--- config.mk ---
export PLATFORM = sky130hd
export DESIGN_NAME = tuner_cfg_regs
export DESIGN_NICKNAME = d
export VERILOG_FILES = /design/src/pin_sync.v /design/src/tuner_cfg_regs.v
export VERILOG_INCLUDE_DIRS = /design/src
export SDC_FILE = /design/constraint.sdc
export NUM_CORES = 1
export LEC_CHECK = 0
export ABC_AREA = 1
export ABC_CLOCK_PERIOD_IN_PS = 2100
export BUFFER_PORTS_ARGS = -buffer_cell sky130_fd_sc_hd__buf_2
export CORE_ASPECT_RATIO = 0.7
export CORE_MARGIN = 5
export CORE_UTILIZATION = 35
export CTS_CLUSTER_SIZE = 14
export DETAILED_ROUTE_END_ITERATION = 8
export PLACE_DENSITY_LB_ADDON = 0.15
export SYNTH_ARGS = -nofsm -noshare
export SYNTH_HDL_FRONTEND = slang
export SYNTH_SLANG_ARGS = --single-unit
--- constraint.sdc ---
create_clock -name pclk -period 2.1 [get_ports pclk]
set_input_delay 0 -clock pclk [delete_from_list [all_inputs] [get_ports pclk]]
set_output_delay 0 -clock pclk [all_outputs]
set_load 0.02 [all_outputs]
--- src/tuner_cfg_map.vh ---
// Register map, field positions, reset values and audio levels for the tuner config bank
`ifndef TUNER_CFG_MAP_VH
`define TUNER_CFG_MAP_VH
// ==========================================
// Register indices and byte addresses
`define IDX_SOFTMUTE_SEEK_CONFIG 4'h6
`define IDX_OSCILLATOR_AUDIO_TEST 4'h7
`define IDX_RESERVED_TEST_WORD 4'h8
`define IDX_BOOT_SETTINGS 4'h9
`define IDX_VOLUME_CTRL 4'hA
`define IDX_POWER_STATUS 4'hB
`define ADDR_LSB 2
`define ADDR_W 12
// ==========================================
// Reset values
`define RST_SOFTMUTE_SEEK_CONFIG 16'h0000
`define RST_OSCILLATOR_AUDIO_TEST 16'h0100
`define RST_RESERVED_TEST_WORD 16'h0000
`define RST_BOOT_SETTINGS 16'h0000
`define RST_VOLUME_CTRL 16'h0000
// ==========================================
// Field positions
`define F_SOFTMUTE_RATE_HI 15
`define F_SOFTMUTE_RATE_LO 14
`define F_SOFTMUTE_ATTEN_HI 13
`define F_SOFTMUTE_ATTEN_LO 12
`define F_RSVD_CFG3_HI 11
`define F_RSVD_CFG3_LO 9
`define F_EXTENDED_VOLUME_RANGE 8
`define F_SEEK_SNR_HI 7
`define F_SEEK_SNR_LO 4
`define F_SEEK_IMPULSE_HI 3
`define F_SEEK_IMPULSE_LO 0
`define F_CRYSTAL_OSC_ENABLE 15
`define F_AUDIO_HIGH_Z_ENABLE 14
`define F_VOLUME_HI 3
`define F_VOLUME_LO 0
// ==========================================
// Audio levels in dB of attenuation, and the low bits of the test word for power down and power up
`define ATTEN_SOFTMUTE_BASE_DB 8'h10
`define ATTEN_SOFTMUTE_STEP_DB 8'h02
`define ATTEN_EXTENDED_VOLUME_RANGE_DB 8'h1E
`define ATTEN_VOL_STEP_DB 8'h02
`define ATTEN_MUTE_DB 8'hFF
`define TEST1_LOW_POWERDOWN 14'h0100
`define TEST1_LOW_POWERUP 14'h3C04
`endif

--- src/pin_sync.v ---
// Three-stage pin synchroniser with agreement filter
`timescale 1ns/1ns
module pin_sync #(
  parameter W = 1
) (
  input wire pclk,
  input wire presetn,
  input wire [W-1:0] d,
  output reg [W-1:0] q
);
  reg [W-1:0] s1_r;
  reg [W-1:0] s2_r;
  reg [W-1:0] s3_r;
  genvar i;
  // ==========================================
  // Sync chain; s1_r is read only by s2_r
  always @(posedge pclk or negedge presetn) begin
    if (!presetn) begin
      s1_r <= {W{1'b0}};
      s2_r <= {W{1'b0}};
      s3_r <= {W{1'b0}};
    end else begin
      s1_r <= d;
      s2_r <= s1_r;
      s3_r <= s2_r;
    end
  end
  // Per bit, a change counts once stages two and three agree
  generate
    for (i = 0; i < W; i = i + 1) begin : g_bit
      always @(posedge pclk or negedge presetn) begin
        if (!presetn) begin
          q[i] <= 1'b0;
        end else if (s2_r[i] == s3_r[i]) begin
          q[i] <= s3_r[i];
        end
      end
    end
  endgenerate
endmodule // pin_sync

--- src/tuner_cfg_regs.v ---
// APB register bank for softmute, seek, oscillator, audio and test settings
//
// Added by the designer: the APB interface to the registers.
`timescale 1ns/1ns
`include "tuner_cfg_map.vh"
// How it works
// - The softmute rate field in bits 15:14 of the config word picks speed, 0 fastest, 3 slowest, reset fastest.
// - The softmute attenuation field gives 16, 14, 12 or 10 dB for codes 0 to 3, reset 16 dB.
// - The extended volume bit adds 30 dB of attenuation so volume spans -30 to -58 dBFS, reset off.
// - The four-bit SNR threshold sets the seek stop SNR; zero disables, 1 least strict, 15 strictest.
// - The four-bit impulse threshold sets allowed impulses; zero disables, 1 most stops, 15 fewest.
// - The audio high-Z bit holds both audio outputs at mid bias, only while powered down with IO supply.
// - The oscillator/audio test word resets to 0x0100, the other four words to 0x0000.
// - The volume field mutes at 0 and is full level at 15, shifted down by the extended range bit.
module tuner_cfg_regs (
  input wire pclk,
  input wire presetn,
  input wire psel,
  input wire penable,
  input wire pwrite,
  input wire [`ADDR_W-1:0] paddr,
  input wire [31:0] pwdata,
  input wire [3:0] pstrb,
  output reg [31:0] prdata,
  output reg pready,
  output reg pslverr,
  input wire powered_up,
  input wire powerup_busy,
  input wire io_supply_ok,
  output reg [1:0] softmute_rate,
  output reg [7:0] softmute_atten_db,
  output reg [7:0] volume_atten_db,
  output reg extended_volume_range,
  output reg [3:0] seek_snr_threshold,
  output reg seek_snr_check_en,
  output reg [3:0] seek_impulse_threshold,
  output reg seek_impulse_check_en,
  output reg crystal_osc_enable,
  output reg audio_high_z_enable,
  output reg left_audio_out_hold,
  output reg right_audio_out_hold,
  output reg [15:0] reserved_test_word,
  output reg [15:0] boot_settings
);
  // ==========================================
  // Register storage
  reg [15:0] softmute_seek_config_r;
  reg [15:0] oscillator_audio_test_r;
  reg [15:0] reserved_test_word_r;
  reg [15:0] boot_settings_r;
  reg [15:0] volume_ctrl_r;
  reg [31:0] rdata_nxt;
  reg hit_nxt;
  wire [2:0] pins_q;
  wire pwr_up_s;
  wire pwr_busy_s;
  wire io_ok_s;
  wire [3:0] idx;
  wire idx_aligned;
  wire acc;
  wire wr;
  wire [15:0] wmask;
  wire [15:0] wdat;
  wire [1:0] atten_code;
  wire [3:0] vol_code;
  wire [7:0] vol_base_db;
  // ==========================================
  // Power state pins come from another domain
  pin_sync #(
    .W(3)
  ) u_sync (
    .pclk(pclk),
    .presetn(presetn),
    .d({io_supply_ok, powerup_busy, powered_up}),
    .q(pins_q)
  );
  assign pwr_up_s = pins_q[0];
  assign pwr_busy_s = pins_q[1];
  assign io_ok_s = pins_q[2];
  // ==========================================
  // APB decode; one-word aligned registers, zero-wait answer
  assign idx = paddr[`ADDR_LSB+3:`ADDR_LSB];
  assign idx_aligned = (paddr[`ADDR_W-1:`ADDR_LSB+4] == {(`ADDR_W-`ADDR_LSB-4){1'b0}}) &&
                       (paddr[`ADDR_LSB-1:0] == 2'b00);
  assign acc = psel && penable && pready;
  assign wr = acc && pwrite && hit_nxt;
  assign wmask = {{8{pstrb[1]}}, {8{pstrb[0]}}};
  assign wdat = pwdata[15:0];
  always @* begin
    rdata_nxt = 32'h00000000;
    hit_nxt = idx_aligned;
    case (idx)
      `IDX_SOFTMUTE_SEEK_CONFIG: begin
        rdata_nxt = {16'h0000, softmute_seek_config_r};
      end
      `IDX_OSCILLATOR_AUDIO_TEST: begin
        rdata_nxt = {16'h0000, oscillator_audio_test_r};
      end
      `IDX_RESERVED_TEST_WORD: begin
        rdata_nxt = {16'h0000, reserved_test_word_r};
      end
      `IDX_BOOT_SETTINGS: begin
        rdata_nxt = {16'h0000, boot_settings_r};
      end
      `IDX_VOLUME_CTRL: begin
        rdata_nxt = {16'h0000, volume_ctrl_r};
      end
      `IDX_POWER_STATUS: begin
        rdata_nxt = {29'h00000000, io_ok_s, pwr_busy_s, pwr_up_s};
      end
      default: begin
        hit_nxt = 1'b0;
      end
    endcase
    if (!idx_aligned) begin
      rdata_nxt = 32'h00000000;
    end
  end
  // ==========================================
  // Bus answer; pready low in reset, then high from the first clock after it, so every access phase completes in one cycle
  always @(posedge pclk or negedge presetn) begin
    if (!presetn) begin
      prdata <= 32'h00000000;
      pready <= 1'b0;
      pslverr <= 1'b0;
    end else begin
      pready <= 1'b1;
      if (psel && !penable) begin
        prdata <= pwrite ? 32'h00000000 : rdata_nxt;
        pslverr <= !hit_nxt;
      end
    end
  end
  // ==========================================
  // Register writes; reserved bits are stored as written so read-modify-write works
  always @(posedge pclk or negedge presetn) begin
    if (!presetn) begin
      softmute_seek_config_r <= `RST_SOFTMUTE_SEEK_CONFIG;
      oscillator_audio_test_r <= `RST_OSCILLATOR_AUDIO_TEST;
      reserved_test_word_r <= `RST_RESERVED_TEST_WORD;
      boot_settings_r <= `RST_BOOT_SETTINGS;
      volume_ctrl_r <= `RST_VOLUME_CTRL;
    end else if (wr) begin
      case (idx)
        `IDX_SOFTMUTE_SEEK_CONFIG: begin
          // Bits 11:9 kept as written; software owes zeros there
          softmute_seek_config_r <= (softmute_seek_config_r & ~wmask) | (wdat & wmask);
        end
        `IDX_OSCILLATOR_AUDIO_TEST: begin
          // Low bits are whatever software supplies; no forcing, to keep readback honest
          oscillator_audio_test_r <= (oscillator_audio_test_r & ~wmask) | (wdat & wmask);
        end
        `IDX_RESERVED_TEST_WORD: begin
          reserved_test_word_r <= (reserved_test_word_r & ~wmask) | (wdat & wmask);
        end
        `IDX_BOOT_SETTINGS: begin
          boot_settings_r <= (boot_settings_r & ~wmask) | (wdat & wmask);
        end
        `IDX_VOLUME_CTRL: begin
          volume_ctrl_r <= (volume_ctrl_r & ~wmask) | (wdat & wmask);
        end
        default: begin
          volume_ctrl_r <= volume_ctrl_r;
        end
      endcase
    end
  end
  // ==========================================
  // Decoded controls, all registered
  assign atten_code = softmute_seek_config_r[`F_SOFTMUTE_ATTEN_HI:`F_SOFTMUTE_ATTEN_LO];
  assign vol_code = volume_ctrl_r[`F_VOLUME_HI:`F_VOLUME_LO];
  // Attenuation below full scale: code 15 is 0 dB, each step down adds 2 dB
  assign vol_base_db = {3'b000, ~vol_code, 1'b0};
  always @(posedge pclk or negedge presetn) begin
    if (!presetn) begin
      softmute_rate <= 2'b00;
      softmute_atten_db <= `ATTEN_SOFTMUTE_BASE_DB;
      volume_atten_db <= `ATTEN_MUTE_DB;
      extended_volume_range <= 1'b0;
      seek_snr_threshold <= 4'h0;
      seek_snr_check_en <= 1'b0;
      seek_impulse_threshold <= 4'h0;
      seek_impulse_check_en <= 1'b0;
      crystal_osc_enable <= 1'b0;
      audio_high_z_enable <= 1'b0;
      left_audio_out_hold <= 1'b0;
      right_audio_out_hold <= 1'b0;
      reserved_test_word <= 16'h0000;
      boot_settings <= 16'h0000;
    end else begin
      // 0 fastest through 3 slowest
      softmute_rate <= softmute_seek_config_r[`F_SOFTMUTE_RATE_HI:`F_SOFTMUTE_RATE_LO];
      softmute_atten_db <= `ATTEN_SOFTMUTE_BASE_DB -
                           ({6'h00, atten_code} * `ATTEN_SOFTMUTE_STEP_DB);
      extended_volume_range <= softmute_seek_config_r[`F_EXTENDED_VOLUME_RANGE];
      if (vol_code == 4'h0) begin
        volume_atten_db <= `ATTEN_MUTE_DB;
      end else if (softmute_seek_config_r[`F_EXTENDED_VOLUME_RANGE]) begin
        volume_atten_db <= vol_base_db + `ATTEN_EXTENDED_VOLUME_RANGE_DB;
      end else begin
        volume_atten_db <= vol_base_db;
      end
      // Higher SNR code demands more SNR, zero turns the check off
      seek_snr_threshold <= softmute_seek_config_r[`F_SEEK_SNR_HI:`F_SEEK_SNR_LO];
      seek_snr_check_en <= |softmute_seek_config_r[`F_SEEK_SNR_HI:`F_SEEK_SNR_LO];
      seek_impulse_threshold <= softmute_seek_config_r[`F_SEEK_IMPULSE_HI:`F_SEEK_IMPULSE_LO];
      seek_impulse_check_en <= |softmute_seek_config_r[`F_SEEK_IMPULSE_HI:`F_SEEK_IMPULSE_LO];
      // Oscillator follows the bit directly; sequencing is software's job
      crystal_osc_enable <= oscillator_audio_test_r[`F_CRYSTAL_OSC_ENABLE];
      audio_high_z_enable <= oscillator_audio_test_r[`F_AUDIO_HIGH_Z_ENABLE];
      // Bias hold only while powered down with IO supply present
      left_audio_out_hold <= oscillator_audio_test_r[`F_AUDIO_HIGH_Z_ENABLE] &&
                             !pwr_up_s && !pwr_busy_s && io_ok_s;
      right_audio_out_hold <= oscillator_audio_test_r[`F_AUDIO_HIGH_Z_ENABLE] &&
                              !pwr_up_s && !pwr_busy_s && io_ok_s;
      reserved_test_word <= reserved_test_word_r;
      boot_settings <= boot_settings_r;
    end
  end
endmodule // tuner_cfg_regs

==> reports/qor.csv, run 1 <==
stage;metric;value;unit
synthesis;yosysSeqAreaShare;57.3;%
global_routing;grt_pass1_vias;5485;
route;drc;0;
worst_setup_path;crit_family;simple AND/OR/NAND/NOR gates;
worst_setup_path;reg2reg_slack;500;ps
die;start_util;35.6;%
cells_and_area;mostFrequentLayoutCells;nand2_1, dfrtp_1, buf_2, inv_1, nand3_1;
worst_setup_path;path_class;reg -> reg;
die;die-area;24100;µm²
global_routing;use_met1;28.6;%
run;cap_viol_max_count;0;
timing;rsz0062_at_grt;no;
clock_network;cts_buffer_depth;2;
clock_network;cts_tree;built;
worst_setup_path;crit_required;2460;ps
hold_path;hp-start;psel;
worst_setup_path;worst-path-buf-inv;0;
route;viasPerCell;4.54;
placed_design;pre_cts_slack;499;ps
global_routing;use_met3;3.56;%
synthesis;syn_area_per_cell;9.03;µm²
synthesis;yosys_register_bits;168;
global_routing;grt_first_pass_wirelength;32600;µm
global_routing;busiest_layer;met1;
synthesis;synthAdderAreaFrac;0.918;%
worst_setup_path;crit_fanout;16;
power;power_density;767;nW/µm²
route;post_drt_wl_per_cell;16.4;µm
timing;finalCritPeriodShare;76.1;%
synthesis;synth-simple-area-share;21.2;%
hold_path;min_path_cells;4;
power;p_comb_share;5.9;%
route;drtPass1Iterations;5;
placed_design;place.gp.congestion;0.806;
power;p_int;5170;µW
die;die_x;183;µm
die;rows;44;
synthesis;ys_warn_count;0;
cells_and_area;n_antenna_cell;0;
clock_network;cts_buffers;17;
worst_setup_path;r2r-start;pready;
worst_setup_path;crit_chain;nand2_1 -> nor2_2 -> nand3_4 -> nor2_4 -> nand3_1 -> nand2_1;
route;drtIter0Drc;422;
power;vdd_drop_max;0.508;mV
clock_network;h-tree-depth;4;
route;vias;5626;
timing;setup_viol;0;
worst_setup_path;critPathLaunchType;register;
worst_setup_path;end_kind;register;
clock_network;cts-root-buf;clkbuf_16;
cells_and_area;synthToLayoutAreaGrowth;22.4;%
timing;fin_crit;1600;ps
clock_network;clk_pin_slew;70;ps
global_routing;grt_usage;17.3;%
timing;maxSlewViolCount;0;
hold_path;min_path_type;in -> reg;
timing;tightest_slew;589;ps
clock_network;cts_sinks;168;
worst_setup_path;slowest_delay;400;ps
global_routing;gr-total-overflow;0;
synthesis;synth_top_family_by_area;simple AND/OR/NAND/NOR gates;
cells_and_area;fin_cells;1240;
outcome;status;finished clean;
timing;max_freq;0.626;GHz
worst_setup_path;critPathMostFrequentCell;nand2_1;
synthesis;synthCells;815;
cells_and_area;final_layout_size_suffix_gt1_share;19.4;%
clock_network;clk-insertion-delay-late;430;ps
timing;hold_viol;0;
timing;finalSetupTns;0;ps
power;pwr-share-seq;47.2;%
synthesis;synth-compound-area-share;10.2;%
clock_network;post_cts_buffers;0;
global_routing;grt_max_degree;51;
power;p_leak;0.00429;µW
placed_design;io_buffer_count;116;
synthesis;synth.cell_area;7360;µm²
worst_setup_path;worst_path_max_delay_cell;nor2_4;
worst_setup_path;ff2ff_path_depth;6;
power;p_sw;1740;µW
cells_and_area;final_net_count;1010;
cells_and_area;fin_util;43.5;%
power;power;6910;µW
placed_design;hpwl;14000;µm
die;fp.dieH;131;µm
hold_path;whs_endpoint;prdata[1];
global_routing;use_met2;22.9;%
route;drtAntennaViolNets;0;
power;p_clk_share;46.8;%
worst_setup_path;critPathArrivalTime;1960;ps
clock_network;cts_resized;0;
synthesis;synth_xor_area_share;0.119;%
synthesis;synth_mux_area_share;0.153;%
global_routing;antenna_found_initial;0;
die;ioPinCount;155;
route;finalWirelength;20300;µm
synthesis;synth_cell_types;24;
cells_and_area;final_common_cell;nand2_1;
die;core_area;20700;µm²
timing;clock_skew;9.94;ps
timing;maxSlewHeadroom;60.6;%
power;switching_share;25.2;%
timing;fin_ws;501;ps
placed_design;placedCellCount;1187;
## repair_timing
item,CTS,global route
hold buffers,21,0
endpoints found under the hold margin,243,0
setup endpoints to repair,0,0
## per-layer routing
layer | share of wire, % | vias to the layer above
met4 | 0.71 | 0
met2 | 40 | 183
li1 | - | 2788
met3 | 7.1 | 12
met5 | 0 | -
met1 | 52 | 2643
## cell usage after synthesis (all sizes together)
library cell    n  area share, %
nand3          84            5.9
maj3            3           0.41
o21bai         80            8.2
o21ai          29            2.0
dfrtp         160             54
xor2            1           0.12
inv           107            5.5
nor3            3           0.36
buf            37            3.5
nand4           7           0.60
nand2         220             11
ha              3           0.51
nor2           48            3.1
o211ai          1           0.10
mux2            1           0.15
dfstp           8            2.9
clkbuf         21            1.1
conb            2           0.10
## stage by stage
stage	hold slack, ps	instance area, µm²
after floorplan	-296	7430
after global placement	-34.1	8190
after detailed placement	-40.3	8190
after CTS	6.89	9010
after global routing	61.0	9010
final	12.9	9010
## worst max path at each step
stage	startpoint	end	slack (ps)	cells after the start
floorplan	pready	register	620	6
global placement	pready	register	510	6
detailed placement	pready	register	500	6
CTS	pready	register	480	6
global route	pready	register	340	6
finish	pready	register	500	6
## power by group through the flow
| stage | combinational [µW] | clock (µW) | sequential (µW) |
|---|---|---|---|
| detailed placement | 381 | 0 | 3330 |
| global placement | 382 | 0 | 3330 |
| finish | 411 | 3240 | 3260 |
| floorplan | 192 | 0 | 3330 |
| global route | 462 | 3460 | 3270 |
| CTS | 414 | 3310 | 3260 |
## cell families after synthesis
family	after synthesis
multiplexers	1
adder cells (fa/ha/maj)	6
other	2
XOR/XNOR	1
buffers and inverters	165
AO/OA/AOI/OAI	110
AND/OR/NAND/NOR	362
flip-flops	168
## worst reg2reg max path, cell delays in order (launching register included)
cell and delay, ps:
dfrtp_1 340, nand2_1 60, nor2_2 270, nand3_4 210
nor2_4 400, nand3_1 140, nand2_1 110
## area by class of cell
type                    instances  area [µm²]
inverters                     107         402
well taps                     276         345
fillers                      2091       11700
multi-input cells             501        2480
clock buffers                  17         425
repair buffers                156         965
clock inverters                15         179
flip-flops and latches        168        4210
(Power assumes the default switching activity.)
==> run 2: changes to the inputs <==
--- a/config.mk
+++ b/config.mk
@@ -6,8 +6,8 @@
 export SDC_FILE = /design/constraint.sdc
 export NUM_CORES = 1
 export LEC_CHECK = 0
-export ABC_AREA = 1
-export ABC_CLOCK_PERIOD_IN_PS = 2100
+export ABC_AREA = 0
+export ABC_CLOCK_PERIOD_IN_PS = 1340
 export BUFFER_PORTS_ARGS = -buffer_cell sky130_fd_sc_hd__buf_2
 export CORE_ASPECT_RATIO = 0.7
 export CORE_MARGIN = 5
==> constraint.sdc (replaced) <==
create_clock -name pclk -period 1.34 [get_ports pclk]
set_input_delay 0 -clock pclk [delete_from_list [all_inputs] [get_ports pclk]]
set_output_delay 0 -clock pclk [all_outputs]
set_load 0.02 [all_outputs]
==> run 2 against run 1 <==
- the flow now finishes with violations (negative setup slack)
- power rose by 55%
- maximum frequency fell by 12%
- count of clock-buffer cells in the layout rose by 2
- die area fell by 10%
- final cell count fell by 29%
- clock power rose by 57%
- synthesized cell count fell by 45%
- non-clock buffer count rose by 38
- global-route usage fell by 0.87 points
- area after synthesis fell by 11%
- sequential power rose by 57%
- first-iteration DRC count fell by 52%
- critical path type unchanged
==> reports/qor.csv, run 2 <==
stage;metric;value;unit;change
worst_setup_path;slowest_delay;350;ps;was 400 ps
synthesis;synthTopCellsByCount;dfrtp_1, mux2_2, a22oi_1;;was nand2_1, dfrtp_1, inv_1
global_routing;grt_max_degree;51;;unchanged
timing;finalSetupTns;-31690;ps;was 0 ps
die;die_x;174;µm;was 183 µm
placed_design;io_buffer_count;116;;unchanged
synthesis;yosysSeqAreaShare;64.1;%;was 57.3%
timing;rsz0062_at_grt;yes;;was no
synthesis;yosysMostFrequentCell;dfrtp_1;;was nand2_1
cells_and_area;num-fill-cells;1594;;was 2091
synthesis;synth_largest_area_cell;dfrtp_1;;unchanged
outcome;violations;negative setup slack;;
cells_and_area;final_layout_size_suffix_gt1_share;49.7;%;was 19.4%
power;power_density;1200;nW/µm²;was 767 nW/µm²
timing;setup_viol;80;;was 0
worst_setup_path;critPathLaunchType;register;;unchanged
clock_network;cts_buffers;17;;unchanged
placed_design;pre_cts_slack;-629;ps;was 499 ps
cells_and_area;fin_cells;886;;was 1240
worst_setup_path;crit_required;1640;ps;was 2460 ps
worst_setup_path;end_kind;register;;unchanged
route;drtIter0Drc;202;;was 422
cells_and_area;final_common_cell;dfrtp_1;;was nand2_1
timing;clock_skew;9.34;ps;was 9.94 ps
placed_design;placedCellCount;831;;was 1187
timing;hold_viol;0;;unchanged
placed_design;hpwl;12400;µm;was 14000 µm
global_routing;grt_usage;16.5;%;was 17.3%
global_routing;grt_first_pass_wirelength;27900;µm;was 32600 µm
route;post_drt_wl_per_cell;19.7;µm;was 16.4 µm
synthesis;synthCells;445;;was 815
cells_and_area;final_net_count;695;;was 1010
synthesis;synth_area_leaders;dfrtp_1, mux2_2, dfstp_2, a22oi_1, buf_4;;was dfrtp_1, nand2_1, o21bai_1, nand3_1, inv_1
route;drtPass1Iterations;4;;was 5
clock_network;h-tree-depth;4;;unchanged
clock_network;cts_sinks;168;;unchanged
die;fp.dieH;125;µm;was 131 µm
die;start_util;36.1;%;was 35.6%
cells_and_area;synthToLayoutAreaGrowth;36.7;%;was 22.4%
timing;max_freq;0.553;GHz;was 0.626 GHz
run;cap_viol_max_count;0;;unchanged
power;vdd_drop_max;0.677;mV;was 0.508 mV
worst_setup_path;crit_fanout;8;;was 16
worst_setup_path;r2r-start;pready;;unchanged
worst_setup_path;path_class;reg -> reg;;unchanged
route;finalWirelength;17400;µm;was 20300 µm
synthesis;synthArstFlopShare;100;%;unchanged
clock_network;clk_pin_slew;60;ps;was 70 ps
timing;finalCritPeriodShare;135;%;was 76.1%
worst_setup_path;crit_chain;nand4_1 -> or2_1 -> buf_6 -> nor3b_4 -> buf_12 -> mux2_4;;was nand2_1 -> nor2_2 -> nand3_4 -> nor2_4 -> nand3_1 -> nand2_1
cells_and_area;mostFrequentLayoutCells;dfrtp_1, buf_2, mux2_4, buf_4, mux2_2;;was nand2_1, dfrtp_1, buf_2, inv_1, nand3_1
cells_and_area;fin_util;49.3;%;was 43.5%
synthesis;synth_edf_count;0;;unchanged
synthesis;syn_area_per_cell;14.8;µm²;was 9.03 µm²
worst_setup_path;worst_path_max_delay_cell;dfrtp_1;;was nor2_4
timing;fin_crit;1810;ps;was 1600 ps
synthesis;ys_warn_count;0;;unchanged
synthesis;synth.top_cell.area_share;60.9;%;was 54.4%
synthesis;synth_cell_types;46;;was 24
worst_setup_path;critPathArrivalTime;2110;ps;was 1960 ps
route;drtAntennaViolNets;0;;unchanged
clock_network;cts_buffer_depth;2;;unchanged
synthesis;synthFlopType;dfrtp_1;;unchanged
die;ioPinCount;155;;unchanged
clock_network;clk-insertion-delay-late;420;ps;was 430 ps
worst_setup_path;setup.worst_path.start;pready;;unchanged
synthesis;yosys_register_bits;168;;unchanged
power;p_leak;0.00464;µW;was 0.00429 µW
clock_network;cts-root-buf;clkbuf_16;;unchanged
route;viasPerCell;4.90;;was 4.54
timing;maxSlewViolCount;0;;unchanged
global_routing;gr-total-overflow;0;;unchanged
hold_path;min_path_type;in -> async;;was in -> reg
route;drc;0;;unchanged
power;power;10700;µW;was 6910 µW
synthesis;synth.cell_area;6570;µm²;was 7360 µm²
global_routing;antenna_found_initial;1;;was 0
die;rows;41;;was 44
timing;fin_ws;-467;ps;was 501 ps
route;vias;4340;;was 5626
die;core_area;18200;µm²;was 20700 µm²
clock_network;cts_tree;built;;unchanged
global_routing;grt_pass1_vias;4816;;was 5485
die;die-area;21700;µm²;was 24100 µm²
placed_design;place.gp.congestion;0.822;;was 0.806
outcome;status;finished with violations;;was finished clean
## run 2: cell count changes in the layout (fill, tap and decap cells not counted), sizes merged, moves of 5 or more
cell,previous run,this run
buf,135,174
mux2,1,92
o21ai,29,6
nand2,220,18
nand3,84,3
a22oi,0,24
nor2,48,4
inv,117,8
o21bai,80,0
nand4,7,2
a22o,0,19
## run 2: kinds of logic (layout without fill, tap and decap cells)
logic type | after synthesis | after routing | synth area share [%]
flops | 168 | 168 | 64.1
mux | 94 | 94 | 16.1
compound gates | 67 | 67 | 7.96
simple gates | 60 | 60 | 6.38
buf+inv | 46 | 230 | 4.09
fa+ha+maj | 6 | 6 | 1.03
other cells | 2 | 23 | 0.114
xor+xnor | 2 | 2 | 0.267
## run 2: final cells by class
type	instances	area (µm²)	area share, %
Timing Repair Buffer	194	1370	15.3
Clock inverter	12	166	1.85
Sequential cell	168	4220	46.9
Clock buffer	19	453	5.04
Tap cell	236	295	3.29
Inverter	5	18.8	0.209
Antenna cell	2	5.00	0.0557
Multi-Input combinational cell	250	2460	27.4
## run 2: worst max-delay path, delay by kind of cell (launching register included)
family        cells  cell delay [ps]
mux               1              300
simple gates      3              700
buf+inv           2              340
flops             1              350
## run 2: path summary, 6_finish.rpt
kind	endpoint	cells after the start	slack (ps)
min in group pclk	prdata[0]	4	130
max	register	6	-470
max in group asynchronous	volume_atten_db[6]	3	630
min	prdata[10]	2	50
max reg2reg	register	6	-470
min reg2reg	u_sync.s2_r[0]	0	360
## run 2: timing repair
item | CTS | global route
endpoints found under the setup margin | 80 | 81
resized for setup | 62 | 9
pin swaps | 5 | 3
hold buffers | 20 | 0
buffers inserted | 1 | 1
hold endpoints to repair | 245 | 0
## run 2: metal layers
| layer | track usage, % | vias up | share of wire (%) |
|---|---|---|---|
| met5 | 0 | - | 0 |
| met1 | 23.8 | 2213 | 48 |
| met4 | 3.82 | 0 | 0.85 |
| met2 | 24.3 | 151 | 44 |
| met3 | 5.22 | 10 | 7.5 |
| li1 | - | 1966 | - |
## run 2: per-stage QoR
step	instance area, µm²	hold WS (ps)
after global placement	7880	-71.8
final	8990	50.9
after global routing	8990	85.0
after floorplan	6680	-296
after detailed placement	7880	-59.3
after CTS	8940	53.0
## run 2: where the power goes
| part | switching [µW] | internal [µW] | total [µW] |
|---|---|---|---|
| Clock | 2040 | 3050 | 5090 |
| Combinational | 341 | 193 | 534 |
| Sequential | 18.8 | 5100 | 5120 |
